## src/verilog/sense_pkg.sv

```systemverilog
package sense_pkg;
  localparam logic [7:0] OP_TEST_READY = 8'h00;
  localparam logic [7:0] OP_REQ_SENSE = 8'h03;
  localparam logic [7:0] OP_SELF_DIAG = 8'h1D;
  localparam logic [4:0] ST_GOOD = 5'h00;
  localparam logic [4:0] ST_CHECK = 5'h01;
  localparam logic [7:0] MSG_COMPLETE = 8'h00;
  localparam logic [7:0] SENSE_HEAD = 8'hF0;
  localparam logic [7:0] ADD_SENSE_LEN = 8'h0A;
  localparam int SENSE_BYTES = 18;
  localparam logic [7:0] IDX_KEY = 8'h02;
  localparam logic [7:0] IDX_INFO0 = 8'h03;
  localparam logic [7:0] IDX_ADD_LEN = 8'h07;
  localparam logic [7:0] IDX_ASC = 8'h0C;
  localparam logic [7:0] IDX_ASCQ = 8'h0D;
  localparam logic [7:0] ADR_ERROR = 8'h00;
  localparam logic [7:0] ADR_REQ_CNT = 8'h04;
  localparam logic [7:0] ADR_ACT_CNT = 8'h08;
  localparam logic [7:0] ADR_STATE = 8'h0C;
  localparam int ERR_POST_BIT = 31;
  localparam int ERR_ILI_BIT = 8;
  localparam logic [2:0] PH_FREE = 3'h0;
  localparam logic [2:0] PH_DATA_IN = 3'h1;
  localparam logic [2:0] PH_STATUS = 3'h3;
  localparam logic [2:0] PH_MSG_IN = 3'h7;
  localparam logic [4:0] CAUSE_NONE = 5'h00;
  localparam logic [4:0] CAUSE_NOT_READY = 5'h01;
  localparam logic [4:0] CAUSE_INTERLOCK = 5'h02;
  localparam logic [4:0] CAUSE_JAM = 5'h03;
  localparam logic [4:0] CAUSE_COVER_OPEN = 5'h04;
  localparam logic [4:0] CAUSE_CHUTE_EMPTY = 5'h05;
  localparam logic [4:0] CAUSE_SEP_SHEET = 5'h06;
  localparam logic [4:0] CAUSE_FUSE_CARRIAGE = 5'h07;
  localparam logic [4:0] CAUSE_FUSE_HEATER = 5'h08;
  localparam logic [4:0] CAUSE_FUSE_LAMP = 5'h09;
  localparam logic [4:0] CAUSE_FUSE_FEEDER = 5'h0A;
  localparam logic [4:0] CAUSE_MECH_ALARM = 5'h0B;
  localparam logic [4:0] CAUSE_OPT_ALARM = 5'h0C;
  localparam logic [4:0] CAUSE_TARGET_FAULT = 5'h0D;
  localparam logic [4:0] CAUSE_PARITY = 5'h0E;
  localparam logic [4:0] CAUSE_BAD_OPCODE = 5'h0F;
  localparam logic [4:0] CAUSE_BAD_CDB = 5'h10;
  localparam logic [4:0] CAUSE_BAD_LUN = 5'h11;
  localparam logic [4:0] CAUSE_BAD_PARAM = 5'h12;
  localparam logic [4:0] CAUSE_BAD_WINDOW = 5'h13;
  localparam logic [4:0] CAUSE_UNIT_ATTN = 5'h14;
  localparam logic [4:0] CAUSE_MSG_ERROR = 5'h15;
  localparam logic [4:0] CAUSE_XFER_ERROR = 5'h16;
endpackage

```

## src/verilog/sense_code_table.sv

```systemverilog
`timescale 1ns/1ps
`default_nettype none
module sense_code_table (
  input wire logic [4:0] cause,
  output logic [3:0] key,
  output logic [7:0] asc,
  output logic [7:0] ascq
);
  always_comb begin
    key = 4'h4;
    asc = 8'h44;
    ascq = 8'h00;
    case (cause)
      sense_pkg::CAUSE_NONE: begin key = 4'h0; asc = 8'h00; end
      sense_pkg::CAUSE_NOT_READY: begin key = 4'h2; asc = 8'h00; end
      sense_pkg::CAUSE_INTERLOCK: begin key = 4'h2; asc = 8'h80; ascq = 8'h01; end
      sense_pkg::CAUSE_JAM: begin key = 4'h3; asc = 8'h80; ascq = 8'h01; end
      sense_pkg::CAUSE_COVER_OPEN: begin key = 4'h3; asc = 8'h80; ascq = 8'h02; end
      sense_pkg::CAUSE_CHUTE_EMPTY: begin key = 4'h3; asc = 8'h80; ascq = 8'h03; end
      sense_pkg::CAUSE_SEP_SHEET: begin key = 4'h3; asc = 8'h80; ascq = 8'h04; end
      sense_pkg::CAUSE_FUSE_CARRIAGE: begin asc = 8'h80; ascq = 8'h01; end
      sense_pkg::CAUSE_FUSE_HEATER: begin asc = 8'h80; ascq = 8'h02; end
      sense_pkg::CAUSE_FUSE_LAMP: begin asc = 8'h80; ascq = 8'h03; end
      sense_pkg::CAUSE_FUSE_FEEDER: begin asc = 8'h80; ascq = 8'h04; end
      sense_pkg::CAUSE_MECH_ALARM: begin asc = 8'h80; ascq = 8'h05; end
      sense_pkg::CAUSE_OPT_ALARM: begin asc = 8'h80; ascq = 8'h06; end
      sense_pkg::CAUSE_TARGET_FAULT: begin asc = 8'h44; end
      sense_pkg::CAUSE_PARITY: begin asc = 8'h47; end
      sense_pkg::CAUSE_BAD_OPCODE: begin key = 4'h5; asc = 8'h20; end
      sense_pkg::CAUSE_BAD_CDB: begin key = 4'h5; asc = 8'h24; end
      sense_pkg::CAUSE_BAD_LUN: begin key = 4'h5; asc = 8'h25; end
      sense_pkg::CAUSE_BAD_PARAM: begin key = 4'h5; asc = 8'h26; end
      sense_pkg::CAUSE_BAD_WINDOW: begin key = 4'h5; asc = 8'h2C; ascq = 8'h02; end
      sense_pkg::CAUSE_UNIT_ATTN: begin key = 4'h6; asc = 8'h00; end
      sense_pkg::CAUSE_MSG_ERROR: begin key = 4'hB; asc = 8'h43; end
      sense_pkg::CAUSE_XFER_ERROR: begin key = 4'hB; asc = 8'h80; ascq = 8'h01; end
      // Unknown causes fall back to internal target fault
      default: begin key = 4'h4; asc = 8'h44; ascq = 8'h00; end
    endcase
  end
endmodule
`default_nettype wire

```

## src/verilog/scsi_sense_diag.sv

```systemverilog
// Behaviour
// - Information bytes hold requested minus actual count
// - Additional sense length always reads 0A
// - Command-specific information bytes are always zero
// - No-sense, not-ready, interlock, aborted codes per table
// - Medium error codes 80/01 to 80/04
// - Hardware error codes 80/01-06, 44/00, 47/00
// - Illegal request codes 20,24,25,26,2C/02
// - Opcode 1D goes command to status directly
// - Only built-in self-test is supported
// - PF, offline bits and list length ignored
// - Self-test is NOP; check condition if error pending
// - No pending error gives GOOD, key zero
// - Pending error gives CHECK CONDITION with its key
// - Status, command complete message, then release BSY
// - Unit-ready query answered by status only, no test
// - Sense record built on check condition or bus-free error
// - Sense readout ends at allocation or record length
`timescale 1ns/1ps
`default_nettype none
module scsi_sense_diag #(
  parameter int SENSE_LEN = sense_pkg::SENSE_BYTES
) (
  input wire logic SYS_CLK,
  input wire logic RSTN,
  input wire logic WB_CYC_I,
  input wire logic WB_STB_I,
  input wire logic WB_WE_I,
  input wire logic [7:0] WB_ADR_I,
  input wire logic [3:0] WB_SEL_I,
  input wire logic [31:0] WB_DAT_I,
  output logic [31:0] WB_DAT_O,
  output logic WB_ACK_O,
  input wire logic CMD_VALID,
  input wire logic [7:0] CMD_OPCODE,
  input wire logic [7:0] CMD_ALLOC,
  output logic CMD_READY,
  input wire logic BUS_FREE_ERR,
  output logic [2:0] PHASE,
  output logic BSY,
  output logic TX_VALID,
  output logic [7:0] TX_DATA,
  input wire logic TX_READY
);
  if (SENSE_LEN < 14 || SENSE_LEN > 255) begin : g_len_check
    $error("SENSE_LEN must lie between 14 and 255");
  end

  localparam logic [7:0] SENSE_LEN_B = 8'(SENSE_LEN);

  typedef enum logic [3:0] {
    S_FREE = 4'b0001,
    S_DATA = 4'b0010,
    S_STAT = 4'b0100,
    S_MSG = 4'b1000
  } state_e;

  state_e state_q, state_d;
  logic ack_q;
  logic [31:0] rdata_q;
  logic [31:0] req_cnt_q;
  logic [31:0] act_cnt_q;
  logic pend_q;
  logic [4:0] cause_q;
  logic ili_q;
  logic [31:0] info_q;
  logic [7:0] cnt_q, cnt_d;
  logic [7:0] limit_q;
  logic [4:0] status_q, status_d;
  logic [7:0] tx_q;
  logic [3:0] key;
  logic [7:0] asc;
  logic [7:0] ascq;
  logic wb_req, wb_wr;
  logic sw_post, cmd_take, bad_op, last_byte, sense_done;

  sense_code_table u_table (
    .cause(cause_q),
    .key(key),
    .asc(asc),
    .ascq(ascq)
  );

  // Wishbone slave: one wait cycle, ack for one cycle
  assign wb_req = WB_CYC_I && WB_STB_I && !ack_q;
  assign wb_wr = wb_req && WB_WE_I;
  assign WB_ACK_O = ack_q;
  assign WB_DAT_O = rdata_q;

  always_ff @(posedge SYS_CLK or negedge RSTN) begin
    if (!RSTN) begin
      ack_q <= 1'b0;
    end else begin
      ack_q <= wb_req;
    end
  end

  always_ff @(posedge SYS_CLK or negedge RSTN) begin
    if (!RSTN) begin
      rdata_q <= 32'h0000_0000;
    end else if (wb_req && !WB_WE_I) begin
      case (WB_ADR_I)
        sense_pkg::ADR_ERROR: rdata_q <= {23'h000000, ili_q, pend_q, key, 3'h0};
        sense_pkg::ADR_REQ_CNT: rdata_q <= req_cnt_q;
        sense_pkg::ADR_ACT_CNT: rdata_q <= act_cnt_q;
        sense_pkg::ADR_STATE: rdata_q <= {19'h00000, state_q, status_q, cause_q[3:0]};
        // Unmapped reads answer zero
        default: rdata_q <= 32'h0000_0000;
      endcase
    end
  end

  always_ff @(posedge SYS_CLK or negedge RSTN) begin
    if (!RSTN) begin
      req_cnt_q <= 32'h0000_0000;
      act_cnt_q <= 32'h0000_0000;
    end else begin
      for (int b = 0; b < 4; b++) begin
        if (wb_wr && WB_SEL_I[b] && WB_ADR_I == sense_pkg::ADR_REQ_CNT) begin
          req_cnt_q[b*8 +: 8] <= WB_DAT_I[b*8 +: 8];
        end
        if (wb_wr && WB_SEL_I[b] && WB_ADR_I == sense_pkg::ADR_ACT_CNT) begin
          act_cnt_q[b*8 +: 8] <= WB_DAT_I[b*8 +: 8];
        end
      end
    end
  end

  // Posting needs both end lanes so cause and post bit arrive together
  assign sw_post = wb_wr && WB_ADR_I == sense_pkg::ADR_ERROR && WB_SEL_I[3] &&
                   WB_SEL_I[0] && WB_DAT_I[sense_pkg::ERR_POST_BIT];
  assign cmd_take = state_q == S_FREE && CMD_VALID;
  assign bad_op = CMD_OPCODE != sense_pkg::OP_REQ_SENSE &&
                  CMD_OPCODE != sense_pkg::OP_SELF_DIAG &&
                  CMD_OPCODE != sense_pkg::OP_TEST_READY;
  assign last_byte = state_q == S_DATA && TX_READY && cnt_q == limit_q - 8'h01;
  // Sense counts as delivered when the last data byte is taken, or at once for request sense with allocation zero
  assign sense_done = last_byte ||
                      (cmd_take && CMD_OPCODE == sense_pkg::OP_REQ_SENSE && CMD_ALLOC == 8'h00);

  // Pending error record; a new post beats the clear in the same cycle
  always_ff @(posedge SYS_CLK or negedge RSTN) begin
    if (!RSTN) begin
      pend_q <= 1'b0;
      cause_q <= sense_pkg::CAUSE_NONE;
      ili_q <= 1'b0;
      info_q <= 32'h0000_0000;
    end else if (sw_post) begin
      pend_q <= 1'b1;
      cause_q <= WB_DAT_I[4:0];
      ili_q <= WB_DAT_I[sense_pkg::ERR_ILI_BIT];
      info_q <= req_cnt_q - act_cnt_q;
    end else if (cmd_take && bad_op) begin
      pend_q <= 1'b1;
      cause_q <= sense_pkg::CAUSE_BAD_OPCODE;
      ili_q <= 1'b0;
    end else if (BUS_FREE_ERR) begin
      pend_q <= 1'b1;
      cause_q <= sense_pkg::CAUSE_MSG_ERROR;
      ili_q <= 1'b0;
    end else if (sense_done) begin
      pend_q <= 1'b0;
      cause_q <= sense_pkg::CAUSE_NONE;
      ili_q <= 1'b0;
    end
  end

  // Phase sequencer; CDB bytes other than opcode and allocation are unused
  always_comb begin
    state_d = state_q;
    cnt_d = cnt_q;
    status_d = status_q;
    case (state_q)
      S_FREE: begin
        if (CMD_VALID) begin
          cnt_d = 8'h00;
          state_d = S_STAT;
          // Self-test is a no-op; result is the pending error only
          status_d = pend_q ? sense_pkg::ST_CHECK : sense_pkg::ST_GOOD;
          if (CMD_OPCODE == sense_pkg::OP_REQ_SENSE) begin
            status_d = sense_pkg::ST_GOOD;
            if (CMD_ALLOC != 8'h00) begin
              state_d = S_DATA;
            end
          end else if (bad_op) begin
            status_d = sense_pkg::ST_CHECK;
          end
        end
      end
      S_DATA: begin
        if (TX_READY) begin
          cnt_d = cnt_q + 8'h01;
          if (last_byte) begin
            state_d = S_STAT;
          end
        end
      end
      S_STAT: begin
        if (TX_READY) begin
          state_d = S_MSG;
        end
      end
      S_MSG: begin
        if (TX_READY) begin
          state_d = S_FREE;
        end
      end
      default: state_d = S_FREE;
    endcase
  end

  always_ff @(posedge SYS_CLK or negedge RSTN) begin
    if (!RSTN) begin
      state_q <= S_FREE;
      cnt_q <= 8'h00;
      status_q <= sense_pkg::ST_GOOD;
    end else begin
      state_q <= state_d;
      cnt_q <= cnt_d;
      status_q <= status_d;
    end
  end

  always_ff @(posedge SYS_CLK or negedge RSTN) begin
    if (!RSTN) begin
      limit_q <= 8'h00;
    end else if (cmd_take) begin
      limit_q <= (CMD_ALLOC < SENSE_LEN_B) ? CMD_ALLOC : SENSE_LEN_B;
    end
  end

  function automatic logic [7:0] sense_byte(input logic [7:0] idx);
    logic [7:0] v;
    v = 8'h00;
    case (idx)
      8'h00: v = sense_pkg::SENSE_HEAD;
      sense_pkg::IDX_KEY: v = {2'b00, ili_q, 1'b0, key};
      sense_pkg::IDX_INFO0: v = info_q[31:24];
      sense_pkg::IDX_INFO0 + 8'h01: v = info_q[23:16];
      sense_pkg::IDX_INFO0 + 8'h02: v = info_q[15:8];
      sense_pkg::IDX_INFO0 + 8'h03: v = info_q[7:0];
      sense_pkg::IDX_ADD_LEN: v = sense_pkg::ADD_SENSE_LEN;
      sense_pkg::IDX_ASC: v = asc;
      sense_pkg::IDX_ASCQ: v = ascq;
      // Command-specific and reserved bytes read zero
      default: v = 8'h00;
    endcase
    return v;
  endfunction

  // Byte on the bus is registered from the next state
  always_ff @(posedge SYS_CLK or negedge RSTN) begin
    if (!RSTN) begin
      tx_q <= 8'h00;
    end else begin
      case (state_d)
        S_DATA: tx_q <= sense_byte(cnt_d);
        S_STAT: tx_q <= {2'b00, status_d, 1'b0};
        S_MSG: tx_q <= sense_pkg::MSG_COMPLETE;
        default: tx_q <= 8'h00;
      endcase
    end
  end

  assign TX_DATA = tx_q;
  assign TX_VALID = state_q != S_FREE;
  assign BSY = state_q != S_FREE;
  assign CMD_READY = state_q == S_FREE;

  always_comb begin
    case (state_q)
      S_DATA: PHASE = sense_pkg::PH_DATA_IN;
      S_STAT: PHASE = sense_pkg::PH_STATUS;
      S_MSG: PHASE = sense_pkg::PH_MSG_IN;
      default: PHASE = sense_pkg::PH_FREE;
    endcase
  end
endmodule
`default_nettype wire

```

## config.mk

```make
export PLATFORM = sky130hd
export DESIGN_NAME = scsi_sense_diag
export DESIGN_NICKNAME = d
export VERILOG_FILES = /design/src/verilog/sense_pkg.sv /design/src/verilog/sense_code_table.sv /design/src/verilog/scsi_sense_diag.sv
export SDC_FILE = /design/constraint.sdc
export NUM_CORES = 1
export LEC_CHECK = 0
export BUFFER_PORTS_ARGS = -buffer_cell sky130_fd_sc_hd__buf_2
export CORE_MARGIN = 1.5
export CORE_UTILIZATION = 61
export DETAILED_ROUTE_END_ITERATION = 12
export GPL_TIMING_DRIVEN = 0
export PLACE_DENSITY = 0.81
export SLEW_MARGIN = 20
export SYNTH_ARGS = -nofsm -noshare
export SYNTH_HDL_FRONTEND = slang
export SYNTH_SLANG_ARGS = --single-unit
```

## constraint.sdc

```tcl
create_clock -name SYS_CLK -period 5.3 [get_ports SYS_CLK]
set_input_delay 0.53 -clock SYS_CLK [delete_from_list [all_inputs] [get_ports SYS_CLK]]
set_output_delay 0.53 -clock SYS_CLK [all_outputs]
set_load 0.01 [all_outputs]
```

==> flow_metrics.tcl <==
set metrics [dict create \
    synthFlopType "dfrtp_1" \
    r2r_slack_ns 1.66 \
    final.setup.tns_ns 0 \
    rsz0062_at_grt "no" \
    tightest_slew_ns 0.761 \
    routed_via_density 6.05 \
    crit_fanout 4 \
    synthDistinctLibCells 75 \
    wl_mm 24.5 \
    grt_pass1_vias 7859 \
    utilization 0.718 \
    cts_resized 0 \
    synth_edf_count 0 \
    core_mm2 0.0153 \
    period_share 0.687 \
    dieWidth_um 128 \
    power-per-cell-area_mw_per_mm2 299 \
    ys_top_cells_by_area "dfrtp_1 (44%), mux2_2 (7.6%), o21ai_0 (5.5%)" \
    cts-root-buf "clkbuf_16" \
    seq_power_share 0.417 \
    vias 8150 \
    dr.pass1.iters 5 \
    die_area_mm2 0.0164 \
    p_sw_mw 1.01 \
    startpoint_type "register" \
    hold_buffers 0 \
    drt-initial-drc-count 676 \
    slowest_stage "o31ai_1" \
    hold_slack_ns 0.0623 \
    clk_latency_ns 0.43 \
    die_h_um 128 \
    clock_sinks 169 \
    slew-limit-headroom 0.492 \
    syn-num-nets 1093 \
    maxCapViolCount 0 \
    hold_viol 0 \
    drc 0 \
    ys_seq_elements 169 \
    grt_pass1_wl_mm 39.4 \
    path_clk_slew_ns 0.06 \
    slew_viol_final 0 \
    fp-row-count 45 \
    seqCellArea_mm2 0.00423 \
    setup_viol 0 \
    wire_per_inst_um 18.2 \
    crit_chain "ha_1 -> fa_1 -> nor2b_1 -> o2111ai_1 -> a31oi_1 -> o211ai_1 -> o31ai_1 -> a21oi_1 -> a311o_1 -> o2111ai_1 -> o211ai_1" \
    overflow 0 \
    crit_path_end_kind "register" \
    grt_max_degree 95 \
    route.antenna.remaining_nets 0 \
    fill_cells 1151 \
    clk_path_buf_depth 2 \
    synthMostInstantiatedCell "dfrtp_1" \
    syn_avg_cell_area_um2 9.62 \
    fmax_mhz 274 \
    min_period_ns 3.64 \
    cts_tree "built" \
    portBuffers 112 \
    num_io_pins 115 \
    min_path_type "primary input to async pin" \
    num_antenna_cells 0 \
    crit_type "register to register" \
    multi_input_area_mm2 0.00491 \
    irDropWorstVdd_mv 0.207 \
    antenna_found_initial 0 \
    synth_top_area_frac 0.441 \
    p_int_mw 2.26 \
    track_usage 0.308 \
    arrival_ns 3.94 \
    gp_congestion 0.936 \
    netSwitchingFraction 0.309 \
    cp.required_ns 5.60 \
    power_frac_comb 0.221 \
    numCtsBuffers 17 \
    synth_top_cell_by_area "dfrtp_1" \
    synth_area_mm2 0.00954 \
    synth_seq_area_share 0.444 \
    outcome "complete, no violations" \
    p_clk_frac 0.362 \
    initial_core_util 0.625 \
    layout-drive-gt1-share 0.202 \
    netlist_instances 991 \
    synth_common_cells "dfrtp_1 (168), nand2_1 (119), o21ai_0 (105)" \
    num-nets-final 1225 \
    ys_async_sr_fraction 1.00 \
    ys_warn_count 0 \
    slowest_delay_ns 0.55 \
    dp_hpwl_mm 18.3 \
    h-tree-depth 4 \
    leakage_nw 5.19 \
    postCtsSetupRepairBufs 0 \
    skew_ns 0.00587 \
    area_delta_synth_final_pct 14.9 \
]
## critical path, delay by kind of cell (launching register included)
| family | cells | cell delay, ns |
|---|---|---|
| simple gates | 1 | 0.21 |
| compound gates | 8 | 2.27 |
| fa+ha+maj | 2 | 0.63 |
| flops | 1 | 0.41 |
## state kept, by name, indices dropped and copies added, names as in the netlist
signal / cells
WB_DAT_O: 32
act_cnt_q: 32
info_q: 32
req_cnt_q: 32
TX_DATA: 8
cnt_q: 8
limit_q: 8
cause_q: 5
status_q: 5
state_q: 4
WB_ACK_O: 1
ili_q: 1
pend_q: 1
## metal layers
| metal | up-vias | GRT usage | wire [um] |
|---|---|---|---|
| met5 | - | 0 | 0 |
| met4 | 0 | 0.0866 | 434 |
| met3 | 35 | 0.0430 | 1440 |
| met2 | 255 | 0.503 | 11700 |
| met1 | 4021 | 0.432 | 10900 |
| li1 | 3839 | - | - |
## layout make-up
class / count / share of cell area
multi-input cells: 723 / 0.448
flip-flops and latches: 169 / 0.386
repair buffers: 113 / 0.0546
clock buffers: 23 / 0.0427
well taps: 211 / 0.0241
plain buffers: 47 / 0.0183
inverters: 52 / 0.0178
clock inverters: 9 / 0.00822
## cells by family after synthesis
family                     after synthesis  synth area share
and+or+nand+nor                        298             0.159
AOI/OAI and AO/OA                      280             0.187
DFF                                    169             0.444
buffers and inverters                   99            0.0415
muxes                                   70            0.0858
xor gates and xnor gates                41            0.0376
adders and majority gates               34            0.0454
## final timing paths
| kind | endpoint | cells after the start | from |
|---|---|---|---|
| max | info_q[30] | 11 | act_cnt_q[0] |
| min | limit_q[3] | 1 | RSTN |
| max reg2reg | info_q[30] | 11 | act_cnt_q[0] |
| min reg2reg | WB_ACK_O | 1 | WB_ACK_O |
| max in group asynchronous | WB_DAT_O[17] | 2 | RSTN |
| min in group SYS_CLK | limit_q[2] | 3 | CMD_ALLOC[2] |
## power groups by stage
stage | clock network (mW) | logic (mW) | registers (mW)
after floorplan | 0 | 0.468 | 1.38
after global placement | 0 | 0.690 | 1.39
after detailed placement | 0 | 0.702 | 1.39
after CTS | 1.20 | 0.709 | 1.36
after global routing | 1.24 | 0.789 | 1.37
final | 1.19 | 0.725 | 1.37
## through the flow
stage / total power [mW] / instances / setup slack [ns] / cell area, um2
2_1_floorplan: 1.85 / 991 / 2.44 / 9540
3_3_place_gp: 2.08 / 1314 / 1.16 / 10400
3_5_place_dp: 2.09 / 1315 / 1.89 / 10400
4_1_cts: 3.27 / 1347 / 1.79 / 11000
5_1_grt: 3.40 / 1347 / 1.50 / 11000
6_report: 3.28 / 1347 / 1.66 / 11000
## placed cells by master, fill, tap and decap left out, types with 4 or more instances in the layout
cell type	count
or3_1	5
nand2b_1	13
a211oi_1	4
a22oi_1	31
a221oi_1	4
nand2_1	119
nor2_1	42
clkbuf_16	17
and4_1	6
o211ai_1	5
buf_1	4
nand4_1	7
a22o_1	9
xor2_1	20
and2_1	14
ha_1	33
mux2_2	64
clkinvlp_4	5
a21o_1	12
nor3_1	18
nor4_1	6
a21oi_1	48
dfrtp_1	168
and3_1	15
o21a_1	4
o31ai_1	8
o21ai_0	105
nand3_1	19
nand3b_1	5
a221o_1	5
a31oi_1	10
a222oi_1	4
clkbuf_1	40
xnor2_1	21
buf_2	115
nor2b_1	9
inv_1	52
Power figures use the tool's default switching activity.
